===== config.mk =====
export PLATFORM = sky130hd
export DESIGN_NAME = dual_section_register
export DESIGN_NICKNAME = d
export VERILOG_FILES = /design/src/pin_filter.sv /design/src/dual_section_register.sv
export SDC_FILE = /design/constraint.sdc
export NUM_CORES = 1
export LEC_CHECK = 0
export ABC_AREA = 1
export BUFFER_PORTS_ARGS = -buffer_cell sky130_fd_sc_hd__buf_2
export CAP_MARGIN = 40
export CORE_MARGIN = 4
export CORE_UTILIZATION = 45
export CTS_BUF_LIST = sky130_fd_sc_hd__clkbuf_8 sky130_fd_sc_hd__clkbuf_16
export CTS_CLUSTER_DIAMETER = 30
export CTS_CLUSTER_SIZE = 25
export DETAILED_ROUTE_END_ITERATION = 7
export HOLD_SLACK_MARGIN = 0.08
export PLACE_DENSITY = 0.66
export SLEW_MARGIN = 0
export SYNTH_ARGS = -nofsm -noshare
export SYNTH_HDL_FRONTEND = slang
export SYNTH_SLANG_ARGS = --single-unit

===== constraint.sdc =====
create_clock -name CLOCK -period 1.03 [get_ports CLOCK]
set_clock_uncertainty 0.15 [all_clocks]
set_input_delay 0.1545 -clock CLOCK [delete_from_list [all_inputs] [get_ports CLOCK]]
set_output_delay 0.1545 -clock CLOCK [all_outputs]
set_load 0.005 [all_outputs]

===== src/pin_filter.sv =====
`timescale 1ns/1ps
`default_nettype none

// ****************************************************************
// Constants shared by the register sections
// ****************************************************************
package section_reg_pkg;
   localparam int SECTION_WIDTH = 9;
   localparam int SECTION_COUNT = 2;
   // Positions of the control pins inside one filtered control word
   localparam int CTRL_WIDTH       = 4;
   localparam int CTRL_CAPTURE_CLK = 0;
   localparam int CTRL_GATE_N      = 1;
   localparam int CTRL_CLEAR_N     = 2;
   localparam int CTRL_OE_N        = 3;
   // Idle pin levels: gate closed, clear released, outputs off, clock low
   localparam logic [CTRL_WIDTH-1:0]    CTRL_IDLE  = 4'he;
   localparam logic [SECTION_WIDTH-1:0] DATA_ZERO  = 9'h000;
endpackage

// ****************************************************************
// Three-stage pin synchroniser with agreement filter
// ****************************************************************
module pin_filter
#(
   parameter int               WIDTH       = 1,
   parameter logic [WIDTH-1:0] RESET_VALUE = '0
)
(
   // Clock and reset
   input  wire logic             clock,
   input  wire logic             resetn,
   // Raw pins and filtered levels
   input  wire logic [WIDTH-1:0] pin,
   output logic      [WIDTH-1:0] level
);
   logic [WIDTH-1:0] stage1;
   logic [WIDTH-1:0] stage2;
   logic [WIDTH-1:0] stage3;
   logic [WIDTH-1:0] agree;

   // Stage1 feeds stage2 only; the filter looks at stages 2 and 3
   assign agree = ~(stage2 ^ stage3);

   always_ff @(posedge clock)
   begin
      if (!resetn)
      begin
         stage1 <= RESET_VALUE;
         stage2 <= RESET_VALUE;
         stage3 <= RESET_VALUE;
      end
      else
      begin
         stage1 <= pin;
         stage2 <= stage1;
         stage3 <= stage2;
      end
   end

   always_ff @(posedge clock)
   begin
      if (!resetn)
         level <= RESET_VALUE;
      else
         level <= (level & ~agree) | (stage3 & agree);
   end
endmodule

`default_nettype wire


===== src/dual_section_register.sv =====
`timescale 1ns/1ps
`default_nettype none

// What this block does
// RULE1 - Two independent nine-bit sections, each with own clock, gate, clear, enable.
// RULE2 - Gate low and clear released: capture data on rising capture clock.
// RULE3 - Gate high: capture clock edges ignored, contents held.
// RULE4 - Clear low forces every bit of its section to zero at once.
// RULE5 - Enable low drives stored bits out; enable high turns outputs off.
// RULE6 - Output enable never alters stored bits; capture and clear still work.
// RULE7 - Driving logic uses active-low controls and a rising-edge capture clock.
// RULE8 - Floating data inputs keep their last driven level.
// RULE9 - Clear wins over a simultaneous enabled capture edge.

module dual_section_register
   import section_reg_pkg::*;
(
   // Clock and reset
   input  wire logic                                 CLOCK,
   input  wire logic                                 RESETN,
   // Section A controls
   input  wire logic                                 SECTION_A_CAPTURE_CLOCK,
   input  wire logic                                 SECTION_A_CLOCK_GATE_N,
   input  wire logic                                 SECTION_A_CLEAR_N,
   input  wire logic                                 SECTION_A_OUTPUT_ENABLE_N,
   // Section A data
   input  wire logic [section_reg_pkg::SECTION_WIDTH-1:0] SECTION_A_DATA_IN,
   input  wire logic [section_reg_pkg::SECTION_WIDTH-1:0] SECTION_A_DATA_IN_DRIVEN,
   output logic      [section_reg_pkg::SECTION_WIDTH-1:0] SECTION_A_DATA_OUT,
   output logic      [section_reg_pkg::SECTION_WIDTH-1:0] SECTION_A_DATA_OUT_EN,
   // Section B controls
   input  wire logic                                 SECTION_B_CAPTURE_CLOCK,
   input  wire logic                                 SECTION_B_CLOCK_GATE_N,
   input  wire logic                                 SECTION_B_CLEAR_N,
   input  wire logic                                 SECTION_B_OUTPUT_ENABLE_N,
   // Section B data
   input  wire logic [section_reg_pkg::SECTION_WIDTH-1:0] SECTION_B_DATA_IN,
   input  wire logic [section_reg_pkg::SECTION_WIDTH-1:0] SECTION_B_DATA_IN_DRIVEN,
   output logic      [section_reg_pkg::SECTION_WIDTH-1:0] SECTION_B_DATA_OUT,
   output logic      [section_reg_pkg::SECTION_WIDTH-1:0] SECTION_B_DATA_OUT_EN
);
   import section_reg_pkg::*;

   // ****************************************************************
   // Helpers
   // ****************************************************************
   // An undriven bit keeps what it last saw while driven
   function automatic logic [SECTION_WIDTH-1:0] bus_hold
   (
      input logic [SECTION_WIDTH-1:0] pin,
      input logic [SECTION_WIDTH-1:0] driven,
      input logic [SECTION_WIDTH-1:0] held
   );
      bus_hold = (pin & driven) | (held & ~driven);
   endfunction

   // ****************************************************************
   // Pin gathering
   // ****************************************************************
   logic [CTRL_WIDTH-1:0]    ctrl_pin     [SECTION_COUNT];
   logic [SECTION_WIDTH-1:0] data_pin     [SECTION_COUNT];
   logic [SECTION_WIDTH-1:0] driven_pin   [SECTION_COUNT];
   logic [SECTION_WIDTH-1:0] stored       [SECTION_COUNT];
   logic [SECTION_WIDTH-1:0] out_en       [SECTION_COUNT];

   assign ctrl_pin[0]   = {SECTION_A_OUTPUT_ENABLE_N, SECTION_A_CLEAR_N,
                           SECTION_A_CLOCK_GATE_N, SECTION_A_CAPTURE_CLOCK};
   assign ctrl_pin[1]   = {SECTION_B_OUTPUT_ENABLE_N, SECTION_B_CLEAR_N,
                           SECTION_B_CLOCK_GATE_N, SECTION_B_CAPTURE_CLOCK};
   assign data_pin[0]   = SECTION_A_DATA_IN;
   assign data_pin[1]   = SECTION_B_DATA_IN;
   assign driven_pin[0] = SECTION_A_DATA_IN_DRIVEN;
   assign driven_pin[1] = SECTION_B_DATA_IN_DRIVEN;

   assign SECTION_A_DATA_OUT    = stored[0];
   assign SECTION_A_DATA_OUT_EN = out_en[0];
   assign SECTION_B_DATA_OUT    = stored[1];
   assign SECTION_B_DATA_OUT_EN = out_en[1];

   // ****************************************************************
   // Sections
   // ****************************************************************
   // Identical, fully separate sections; only CLOCK and RESETN are shared between them
   for (genvar s = 0; s < SECTION_COUNT; s++)
   begin : g_section // RULE1
      logic [CTRL_WIDTH-1:0]      ctrl;
      logic [2*SECTION_WIDTH-1:0] data_level;
      logic [SECTION_WIDTH-1:0]   held;
      logic [SECTION_WIDTH-1:0]   next_held;
      logic [SECTION_WIDTH-1:0]   next_stored;
      logic                       clock_prev;
      logic                       capture_edge;

      // Data travels through the same depth as the controls so that the
      // value captured is the one present at the capture edge
      pin_filter
      #(
         .WIDTH       (CTRL_WIDTH),
         .RESET_VALUE (CTRL_IDLE)
      )
      u_ctrl_filter
      (
         .clock  (CLOCK),
         .resetn (RESETN),
         .pin    (ctrl_pin[s]),
         .level  (ctrl)
      );

      pin_filter
      #(
         .WIDTH       (2*SECTION_WIDTH),
         .RESET_VALUE ({DATA_ZERO, DATA_ZERO})
      )
      u_data_filter
      (
         .clock  (CLOCK),
         .resetn (RESETN),
         .pin    ({driven_pin[s], data_pin[s]}),
         .level  (data_level)
      );

      assign next_held = bus_hold(data_level[SECTION_WIDTH-1:0],
                                  data_level[2*SECTION_WIDTH-1:SECTION_WIDTH], held); // RULE8

      always_ff @(posedge CLOCK)
      begin
         if (!RESETN)
            held <= DATA_ZERO;
         else
            held <= next_held; // RULE8
      end

      always_ff @(posedge CLOCK)
      begin
         if (!RESETN)
            clock_prev <= 1'b0;
         else
            clock_prev <= ctrl[CTRL_CAPTURE_CLK];
      end

      // RULE7
      assign capture_edge = ctrl[CTRL_CAPTURE_CLK] & ~clock_prev;

      // Output enable is deliberately absent from this decision
      always_comb
      begin
         next_stored = stored[s];
         if (!ctrl[CTRL_CLEAR_N])
            next_stored = DATA_ZERO; // RULE4 RULE9
         else if (capture_edge && !ctrl[CTRL_GATE_N])
            next_stored = next_held; // RULE2
         // Gate high: edge ignored, contents kept  // RULE3
      end

      always_ff @(posedge CLOCK)
      begin
         if (!RESETN)
            stored[s] <= DATA_ZERO;
         else
            stored[s] <= next_stored; // RULE6
      end

      always_ff @(posedge CLOCK)
      begin
         if (!RESETN)
            out_en[s] <= DATA_ZERO;
         else
            out_en[s] <= {SECTION_WIDTH{~ctrl[CTRL_OE_N]}}; // RULE5
      end
   end
endmodule

`default_nettype wire


==> run metrics, run 1 <==
max_cap viols=0; Ports=82; Remaining Overflow, GRT=0; CP Capture Point=SECTION_B_DATA_OUT_EN[5]; initial antenna violation count=0; Seq cells post-synth=216; CP Launch Point=out_en[1][7]$_DFF_P_; clk root buf=clkbuf_16; post-DP HPWL=6816 um; first-pass GRT wire length=21220 um; Reg2Reg Depth=5; Crit path buffers/inverters=1; clock buffer count from CTS=38; largest net degree at the start of global routing=57; DP Area=7597 um2; Crit. path cell count=1; chip height=132.7 um; CP delay by family, top=flip-flops; Starting Density=46.05%; most frequent cell after synthesis=dfxtp_1; final WL=12170 um; slowest stage delay, CP=0.37 ns; Tcrit/Tclk final=123.6%; Fmax achieved=0.7856 GHz; Design Area, Final=9579 um2; final hold vios=11; fin. max-slew vios=0; Cell Pwr Density=2265 nW/um2; worst hold path type=in -> reg; area leader, netlist=dfxtp_1; hold buffers post-CTS=45; Fin Hold WS=-0.09775 ns; worst reg2reg setup slack=-0.08 ns; asr flop ratio synth=0%; die area=17620 um2; TNS Setup=-8.314 ns; layout cells sized above 1=22.25%; PortBufs=81; CTS Buffer Depth=3; dominant synthesized flop cell=dfxtp_1; minimum clock period=1.273 ns; crit end category=output port; syn_nets=888; Area Overhead vs Synth=36.84%; PnR worst setup slack=-0.2429 ns; RSZ-0062 raised after global routing=true; required time of the critical path=0.73 ns; row count=45; total core area=15200 um2; top cells by count, synth=216 x dfxtp_1, 201 x nand2_1, 175 x inv_1, 78 x nor2_1, 44 x a21oi_1; Post-Synthesis Cells=842; Area contributors post-synth=dfxtp_1 62%, nand2_1 11%, inv_1 9.4%; Clock Latency Late Sink=0.50 ns; worst slew pin tran=0.2184 ns; CTS tree=done; top cell type's share of synthesized area=61.77%; pre-CTS WS=-0.05502 ns; routed vias/inst=4.166; antenna cell count=0; H-tree depth=2; worst path cell trace=buf_2; reg2reg start=g_section[1].clock_prev$_SDFF_PN0_; Yosys warnings=0; CP startpoint kind=register; Tot Pwr=21.69 mW; CTS Sinks=216; Post-synth EDFFs=0; first drt pass iteration count=4; RePlAce Congestion=0.7209; failing checks=hold timing, setup timing; Synth Cell Area=7000 um2; CP max stage cell=dfxtp_4; Distinct cells, synth=19; worst-path fanout max=9; syn avg cell area=8.314 um2; critical path arrival=0.97 ns; vias in the first global route=4806; Die X=132.7 um; reg-to-reg critical path endpoint=stored[1][8]$_SDFFE_PN0P_; hold path depth=3; Setup CP Type=reg -> out; DRC viols=0; routed vias=5032; post-route ant nets=0; leakage power=4.964 nW; overall routing resource usage=14.35%; Worst VDD drop=1.460 mV; Setup-failing EPs final=45; Max-Slew Margin vs Limit=85.29%; sequential area share after synthesis=61.77%; Reg clk slew, reported paths=0.04 ns; run status=finished, violations left; Iteration-0 DRC Markers=224; nets=1037; wire length per cell=10.07 um
layout by cell type (no fill, tap or decap), types with 5 or more instances in the layout:
cell type / Yosys / final
clkbuf_16: 0 / 41
dlygate4sd3_1: 0 / 44
buf_6: 2 / 9
or2_1: 17 / 17
o21ai_1: 34 / 40
buf_2: 11 / 71
dfxtp_2: 0 / 22
nor2_1: 78 / 71
nand2_2: 0 / 15
o21ai_0: 19 / 13
clkinvlp_4: 0 / 11
a21oi_1: 44 / 44
inv_1: 175 / 174
dfxtp_1: 216 / 190
nand2_1: 201 / 185
clkbuf_8: 0 / 6
and2_1: 11 / 11
nor2_2: 0 / 6
buf_12: 0 / 6
inv_2: 1 / 5
buf_4: 24 / 16
worst min path at each step:
stage	startpoint	endpoint	slack, ns
2_1_floorplan	SECTION_A_CAPTURE_CLOCK	g_section[0].u_ctrl_filter.stage1[0]$_SDFF_PN0_	0.10
3_3_place_gp	SECTION_A_DATA_IN[3]	g_section[0].u_data_filter.stage1[3]$_SDFF_PN0_	0.19
3_5_place_dp	SECTION_A_DATA_IN[4]	g_section[0].u_data_filter.stage1[4]$_SDFF_PN0_	0.19
4_1_cts	RESETN	g_section[1].u_data_filter.stage3[0]$_SDFF_PN0_	-0.04
5_1_grt	RESETN	out_en[0][7]$_DFF_P_	-0.07
6_report	RESETN	out_en[0][7]$_DFF_P_	-0.1
kinds of logic (layout without fill, tap and decap cells):
group	after synthesis	count (layout)	share of synthesized area, %
and+or+nand+nor	312	313	17.96
DFF	216	216	61.77
buffers and inverters	217	394	13.33
AOI/OAI and AO/OA	97	97	6.935
timing repair:
action,CTS,global route
hold endpoints to repair,149,100
gates cloned,1,1
buffers inserted,3,0
endpoints found under the setup margin,54,87
resized for setup,41,37
pin swaps,3,11
area by class of cell:
cell class	instances	area, um2
Clock inverter	22	210.2
Sequential cell	216	4367
Multi-Input combinational cell	410	1839
Clock buffer	47	1109
Fill cell	1266	5623
Timing Repair inverter	1	7.507
Tap cell	188	235.2
Inverter	178	674.4
Timing Repair Buffer	146	1137
worst register-to-register path: cells and delay by family (launching register included):
family	cells	cell delay [ns]
and+or+nand+nor	4	0.41
DFF	1	0.31
buffers and inverters	1	0.18
through the flow:
| stage | util [%] | instances |
|---|---|---|
| 4_1_cts | 62.54 | 1208 |
| 5_1_grt | 63.01 | 1208 |
| 3_3_place_gp | 49.98 | 1090 |
| 6_report | 63.01 | 1208 |
| 3_5_place_dp | 49.98 | 1090 |
| 2_1_floorplan | - | 842 |
where the power goes:
| group | internal, mW | switching, mW | leakage, nW |
|---|---|---|---|
| Clock | 8.37 | 4.03 | 0.638 |
| Combinational | 0.333 | 0.285 | 2.55 |
| Sequential | 8.58 | 0.0956 | 1.78 |
| Total | 17.3 | 4.41 | 4.96 |
layer usage:
metal  routed length, um  part of all wire, %  GRT usage, %  vias up
li1                    -                    -             -     2768
met1                5791                   48         17.73     2135
met2                5470                   45         23.48      103
met3                 564                  4.6         4.259       26
met4                 340                  2.8         6.005        0
met5                   0                    0             0        -
(Power assumes the default switching activity.)
==> run 2: changes to the inputs <==
--- a/config.mk
+++ b/config.mk
@@ -15,7 +15,7 @@
 export CTS_CLUSTER_SIZE = 25
 export DETAILED_ROUTE_END_ITERATION = 7
 export HOLD_SLACK_MARGIN = 0.08
-export PLACE_DENSITY = 0.66
+export PLACE_DENSITY = 0.63
 export SLEW_MARGIN = 0
 export SYNTH_ARGS = -nofsm -noshare
 export SYNTH_HDL_FRONTEND = slang
==> constraint.sdc (replaced) <==
create_clock -name CLOCK -period 1.4 [get_ports CLOCK]
set_clock_uncertainty 0.15 [all_clocks]
set_input_delay 0.28 -clock CLOCK [delete_from_list [all_inputs] [get_ports CLOCK]]
set_output_delay 0.28 -clock CLOCK [all_outputs]
set_load 0.005 [all_outputs]
==> run metrics, run 2 (same netlist as run 1, synthesis figures left out) <==
CTS tree=done; minimum clock period=1.416 ns; CP max stage cell=dfxtp_4; Worst VDD drop=0.7843 mV (-46%); Remaining Overflow, GRT=0 (unchanged); wire length per cell=9.521 um (-5.5%); Layout Cells excl Fill=1199 (-0.75%); required time of the critical path=0.97 ns (+0.24 ns); worst reg2reg setup slack=0.21 ns (+0.29 ns); first drt pass iteration count=4 (unchanged); Iteration-0 DRC Markers=197 (-12%); TNS Setup=-0.1447 ns (+8.169 ns); post-route ant nets=0 (unchanged); leakage power=4.851 nW (-2.3%); Cell Pwr Density=1737 nW/um2 (-23%); Reg clk slew, reported paths=0.05 ns (about the same); Max-Slew Margin vs Limit=74.18% (-11 points); leading cell type in the layout, fill and taps excluded=nand2_1; slowest stage delay, CP=0.37 ns (about the same); final core utilization=61.77% (-1.2 points); RePlAce Congestion=0.7037 (-2.4%); worst-path fanout max=9 (unchanged); die area=17620 um2 (unchanged); worst hold path type=reg -> reg; routed vias/inst=4.123 (-1.0%); fin. max-slew vios=0 (unchanged); hold path depth=1 (-2); Reg2Reg Depth=3 (-2); PortBufs=81 (unchanged); Area Overhead vs Synth=34.14%; crit end category=output port; grt met2 use=20.90% (-2.6 points); worst path cell trace=buf_2; reg2reg start=g_section[0].clock_prev$_SDFF_PN0_; DP Area=7468 um2 (-1.7%); failing checks=setup timing; layout cells sized above 1=17.90% (-4.4 points); met1 GRT Util=17.27% (-0.46 points); Tot Pwr=16.32 mW (-25%); busiest layer in global routing=met2; post-DP HPWL=6789 um (-0.39%); commonest non-fill, non-tap cells in the layout=201 x nand2_1, 196 x dfxtp_1, 180 x inv_1, 78 x nor2_1, 74 x buf_2; Starting Density=46.05% (unchanged); Tcrit/Tclk final=101.2%; Crit path buffers/inverters=1 (unchanged); initial antenna violation count=0 (unchanged); run status=finished, violations left; Clock Latency Late Sink=0.51 ns (about the same); vias in the first global route=4624 (-3.8%); antenna cell count=0 (unchanged); pre-CTS WS=0.1002 ns (+0.1552 ns); clk root buf=clkbuf_16; largest net degree at the start of global routing=46 (-19%); Setup-failing EPs final=18 (-60%); Ports=82 (unchanged); RSZ-0062 raised after global routing=true; PnR worst setup slack=-0.01644 ns (+0.2264 ns); reg-to-reg critical path endpoint=stored[0][1]$_SDFFE_PN0P_; CTS Sinks=216 (unchanged); overall routing resource usage=13.33% (-1.0 points); Fmax achieved=0.7060 GHz; final hold vios=0 (-11); max_cap viols=0 (unchanged); CP startpoint kind=register; chip height=132.7 um (unchanged); Setup CP Type=reg -> out; CTS Buffer Depth=3 (unchanged); Die X=132.7 um (unchanged); Fin Hold WS=0.2374 ns (+0.3351 ns); CP delay by family, top=flip-flops; Design Area, Final=9390 um2 (-2.0%); met3 global-route usage=4.030% (-0.23 points); DRC viols=0 (unchanged); first-pass GRT wire length=20090 um (-5.4%); worst slew pin tran=0.3833 ns (+0.1649 ns); H-tree depth=2 (unchanged); Cells after DPL=1079 (-1.0%); final WL=11420 um (-6.2%); nets=1025 (-1.2%); routed vias=4944 (-1.7%); critical path arrival=0.99 ns (+0.02 ns); hold worst-path end=out_en[1][7]$_DFF_P_; clock buffer count from CTS=41 (+7.9%); row count=45 (unchanged); total core area=15200 um2 (unchanged)
run 2: cell types whose count changed in the layout (fill, tap and decap cells not counted), sizes merged:
cell         delta
inv             +4
clkinvlp        -7
buf            -14
clkinv          +8
bufinv          +1
nand3b          -1
dlygate4sd3     +1
clkbuf          -1
run 2: layer usage:
| metal | part of all wire (%) | wire length (um) | vias to the layer above |
|---|---|---|---|
| met1 | 50 | 5689 | 2073 |
| met3 | 5.1 | 581 | 25 |
| met2 | 43 | 4884 | 91 |
| met5 | 0 | 0 | - |
| li1 | - | - | 2755 |
| met4 | 2.3 | 260 | 0 |
run 2: area by class of cell:
class / count / area (um2)
sequential: 216 / 4354
clock inverter: 29 / 305.3
clock buffer: 46 / 1095
inverter: 178 / 668.1
fill: 1294 / 5812
timing repair buffer: 133 / 989.7
multi-input combinational: 409 / 1743
tap: 188 / 235.2
run 2: worst max path at each step:
| stage | startpoint | to | slack [ns] | depth (start not counted) |
|---|---|---|---|---|
| 2_1_floorplan | g_section[0].clock_prev$_SDFF_PN0_ | stored[0][1]$_SDFFE_PN0P_ | 0.29 | 4 |
| 3_3_place_gp | RESETN | register | 0.08 | 4 |
| 3_5_place_dp | RESETN | register | 0.10 | 4 |
| 4_1_cts | out_en[0][7]$_DFF_P_ | SECTION_A_DATA_OUT_EN[1] | -0.03 | 1 |
| 5_1_grt | out_en[0][7]$_DFF_P_ | SECTION_A_DATA_OUT_EN[2] | -0.08 | 1 |
| 6_report | out_en[0][7]$_DFF_P_ | SECTION_A_DATA_OUT_EN[3] | -0.02 | 1 |
run 2: where the power goes:
| part | leakage, nW | switching (mW) | internal, mW |
|---|---|---|---|
| combinational | 2.38 | 0.201 | 0.226 |
| sequential | 1.77 | 0.0692 | 6.32 |
| clock | 0.697 | 3.11 | 6.39 |
run 2: timing repair:
action | CTS | global route
pin swaps | 0 | 0
buffers inserted | 0 | 0
endpoints found under the setup margin | 30 | 36
hold buffers | 45 | 0
gates cloned | 0 | 0
hold endpoints to repair | 49 | 0
resized for setup | 17 | 12
==> run 3: changes to the inputs <==
--- a/config.mk
+++ b/config.mk
@@ -15,7 +15,7 @@
 export CTS_CLUSTER_SIZE = 25
 export DETAILED_ROUTE_END_ITERATION = 7
 export HOLD_SLACK_MARGIN = 0.08
-export PLACE_DENSITY = 0.63
+export PLACE_DENSITY = 0.75
 export SLEW_MARGIN = 0
 export SYNTH_ARGS = -nofsm -noshare
 export SYNTH_HDL_FRONTEND = slang
==> run metrics, run 3 (same netlist as run 1, synthesis figures left out) <==
clk root buf=clkbuf_16; crit end category=output port; post-DP HPWL=6669 um (-1.8%); Reg power frac=38.7% (-0.5 points); nets=1018 (-0.68%); PnR worst setup slack=-0.001053 ns (+0.01538 ns); max_cap viols=0 (unchanged); leading cell type in the layout, fill and taps excluded=nand2_1; Comb pwr share=2.5% (about the same); fin. max-slew vios=0 (unchanged); first drt pass iteration count=4 (unchanged); worst slew pin tran=0.4574 ns (+0.07411 ns); RSZ-0062 raised after global routing=true; run status=finished, violations left; RePlAce Congestion=0.7194 (+2.2%); required time of the critical path=0.97 ns (about the same); CP startpoint kind=register; Setup-failing EPs final=1 (-17); largest net degree at the start of global routing=83 (+80%); Post-CTS Setup Inserts=0 (unchanged); overall routing resource usage=13.86% (+0.52 points); minimum clock period=1.401 ns (-0.01538 ns); post-route ant nets=0 (unchanged); P_sw=3.422 mW (+1.4%); H-tree depth=2 (unchanged); DRC viols=0 (unchanged); Max-Slew Margin vs Limit=69.46% (-4.7 points); total core area=15200 um2 (unchanged); failing checks=setup timing; busiest layer in global routing=met2; routed vias=5013 (+1.4%); Die X=132.7 um (unchanged); die area=17620 um2 (unchanged); worst hold path type=in -> reg; row count=45 (unchanged); final hold vios=0 (unchanged); TNS Setup=-0.001053 ns (+0.1437 ns); vias in the first global route=4759 (+2.9%); antenna cell count=0 (unchanged); Clock Latency Late Sink=0.49 ns (-0.02 ns); Starting Density=46.05% (unchanged); leakage power=4.790 nW (-1.3%); CTS Buffer Depth=3 (unchanged); CP max stage cell=dfxtp_4; met3 global-route usage=4.068% (+0.038 points); wire length per cell=9.922 um (+4.2%); CP delay by family, top=flip-flops; Crit path buffers/inverters=1 (unchanged); layout cells sized above 1=17.47% (-0.44 points); internal power=13.08 mW (+1.1%); Area Overhead vs Synth=32.96%; initial antenna violation count=0 (unchanged); PortBufs=81 (unchanged); Reg area=4350 um2 (about the same); Ports=82 (unchanged); Reg clk slew, reported paths=0.05 ns (about the same); Setup CP Type=reg -> out; worst path cell trace=buf_2; critical path arrival=0.97 ns (-0.02 ns); final WL=11810 um (+3.4%); final core utilization=61.23% (-0.54 points); worst-path fanout max=9 (unchanged); met1 GRT Util=16.73% (-0.54 points); slowest stage delay, CP=0.37 ns (about the same); switch share=20.74% (+0.046 points); multi-input logic area=1743 um2 (unchanged); Iteration-0 DRC Markers=259 (+31%); Remaining Overflow, GRT=0 (unchanged); clock network power share=58.8% (+0.6 points); commonest non-fill, non-tap cells in the layout=201 x nand2_1, 199 x dfxtp_1, 175 x inv_1, 78 x nor2_1, 78 x buf_2; grt met2 use=22.32% (+1.4 points); CTS Sinks=216 (unchanged); clock buffer count from CTS=38 (-7.3%); Tcrit/Tclk final=100.1% (-1.1 points); Cell Pwr Density=1773 nW/um2 (+2.0%); Fmax achieved=0.7137 GHz (+1.1%); first-pass GRT wire length=20670 um (+2.9%); chip height=132.7 um (unchanged); Worst VDD drop=1.059 mV (+35%); CTS tree=done; routed vias/inst=4.213 (+2.2%); fillers=1251 (-3.3%)
-- run 3: cell count changes in the layout (fill, tap and decap cells not counted), moves of 2 or more --
cell,delta
buf_2,+4
bufinv_16,+2
inv_6,+3
dfxtp_1,+3
clkinv_2,-2
clkbuf_8,-4
clkinvlp_4,+3
inv_1,-5
dfxtp_2,-3
buf_6,-5
clkinv_8,-2
-- run 3: worst paths after layout --
path | endpoint | start | depth (start not counted) | slack, ns
setup / recovery | SECTION_A_DATA_OUT_EN[4] | out_en[0][7]$_DFF_P_ | 1 | -0.001
hold / removal | g_section[0].u_data_filter.stage2[3]$_SDFF_PN0_ | RESETN | 4 | 0.15
setup reg to reg | stored[0][2]$_SDFFE_PN0P_ | g_section[0].clock_prev$_SDFF_PN0_ | 4 | 0.21
hold reg to reg | out_en[0][7]$_DFF_P_ | register | 1 | 0.24
-- run 3: power groups by stage --
stage                     sequential (mW)  clock, mW  combinational (mW)
after floorplan                      6.49          0               0.228
after global placement               6.50          0               0.313
after detailed placement             6.51          0               0.320
final                                6.38       9.71               0.415
after CTS                            6.38       9.93               0.416
after global routing                 6.39       10.3               0.481
-- run 3: per-layer routing --
layer	share of wire [%]	vias to the layer above
met4	3.7	0
met2	44	122
li1	-	2729
met5	0	-
met1	47	2128
met3	5.7	34
-- run 3: timing repair --
action                     CTS  global route
setup endpoints to repair   26            29
hold buffers                44             0
gates cloned                 0             0
hold endpoints to repair    44             0
resized for setup           12             9
-- run 3: cell type report --
type                            instances  area share (%)
Clock inverter                         28           3.818
Tap cell                              188           2.527
Timing Repair Buffer                  129           9.840
Multi-Input combinational cell        409           18.73
Sequential cell                       216           46.74
Inverter                              178           7.178
Clock buffer                           42           11.17
-- run 3: per-stage QoR --
step / setup slack, ns / instances / hold slack (ns) / instance area (um2) / power [mW]
6_report: -0.001053 / 1190 / 0.1458 / 9308 / 16.50
5_1_grt: -0.04572 / 1190 / 0.1603 / 9308 / 17.14
4_1_cts: -0.02586 / 1190 / 0.1276 / 9286 / 16.72
3_5_place_dp: 0.1187 / 1076 / 0.2414 / 7433 / 6.827
3_3_place_gp: 0.1702 / 1076 / 0.2394 / 7433 / 6.815
2_1_floorplan: 0.2925 / 842 / 0.2276 / 7000 / 6.718
-- run 3: worst register-to-register path, cell delays in order (launching register included) --
cell	delay, ns
dfxtp_1	0.30
nand3b_2	0.38
nand2_1	0.14
nand2_1	0.06
nor2_1	0.09
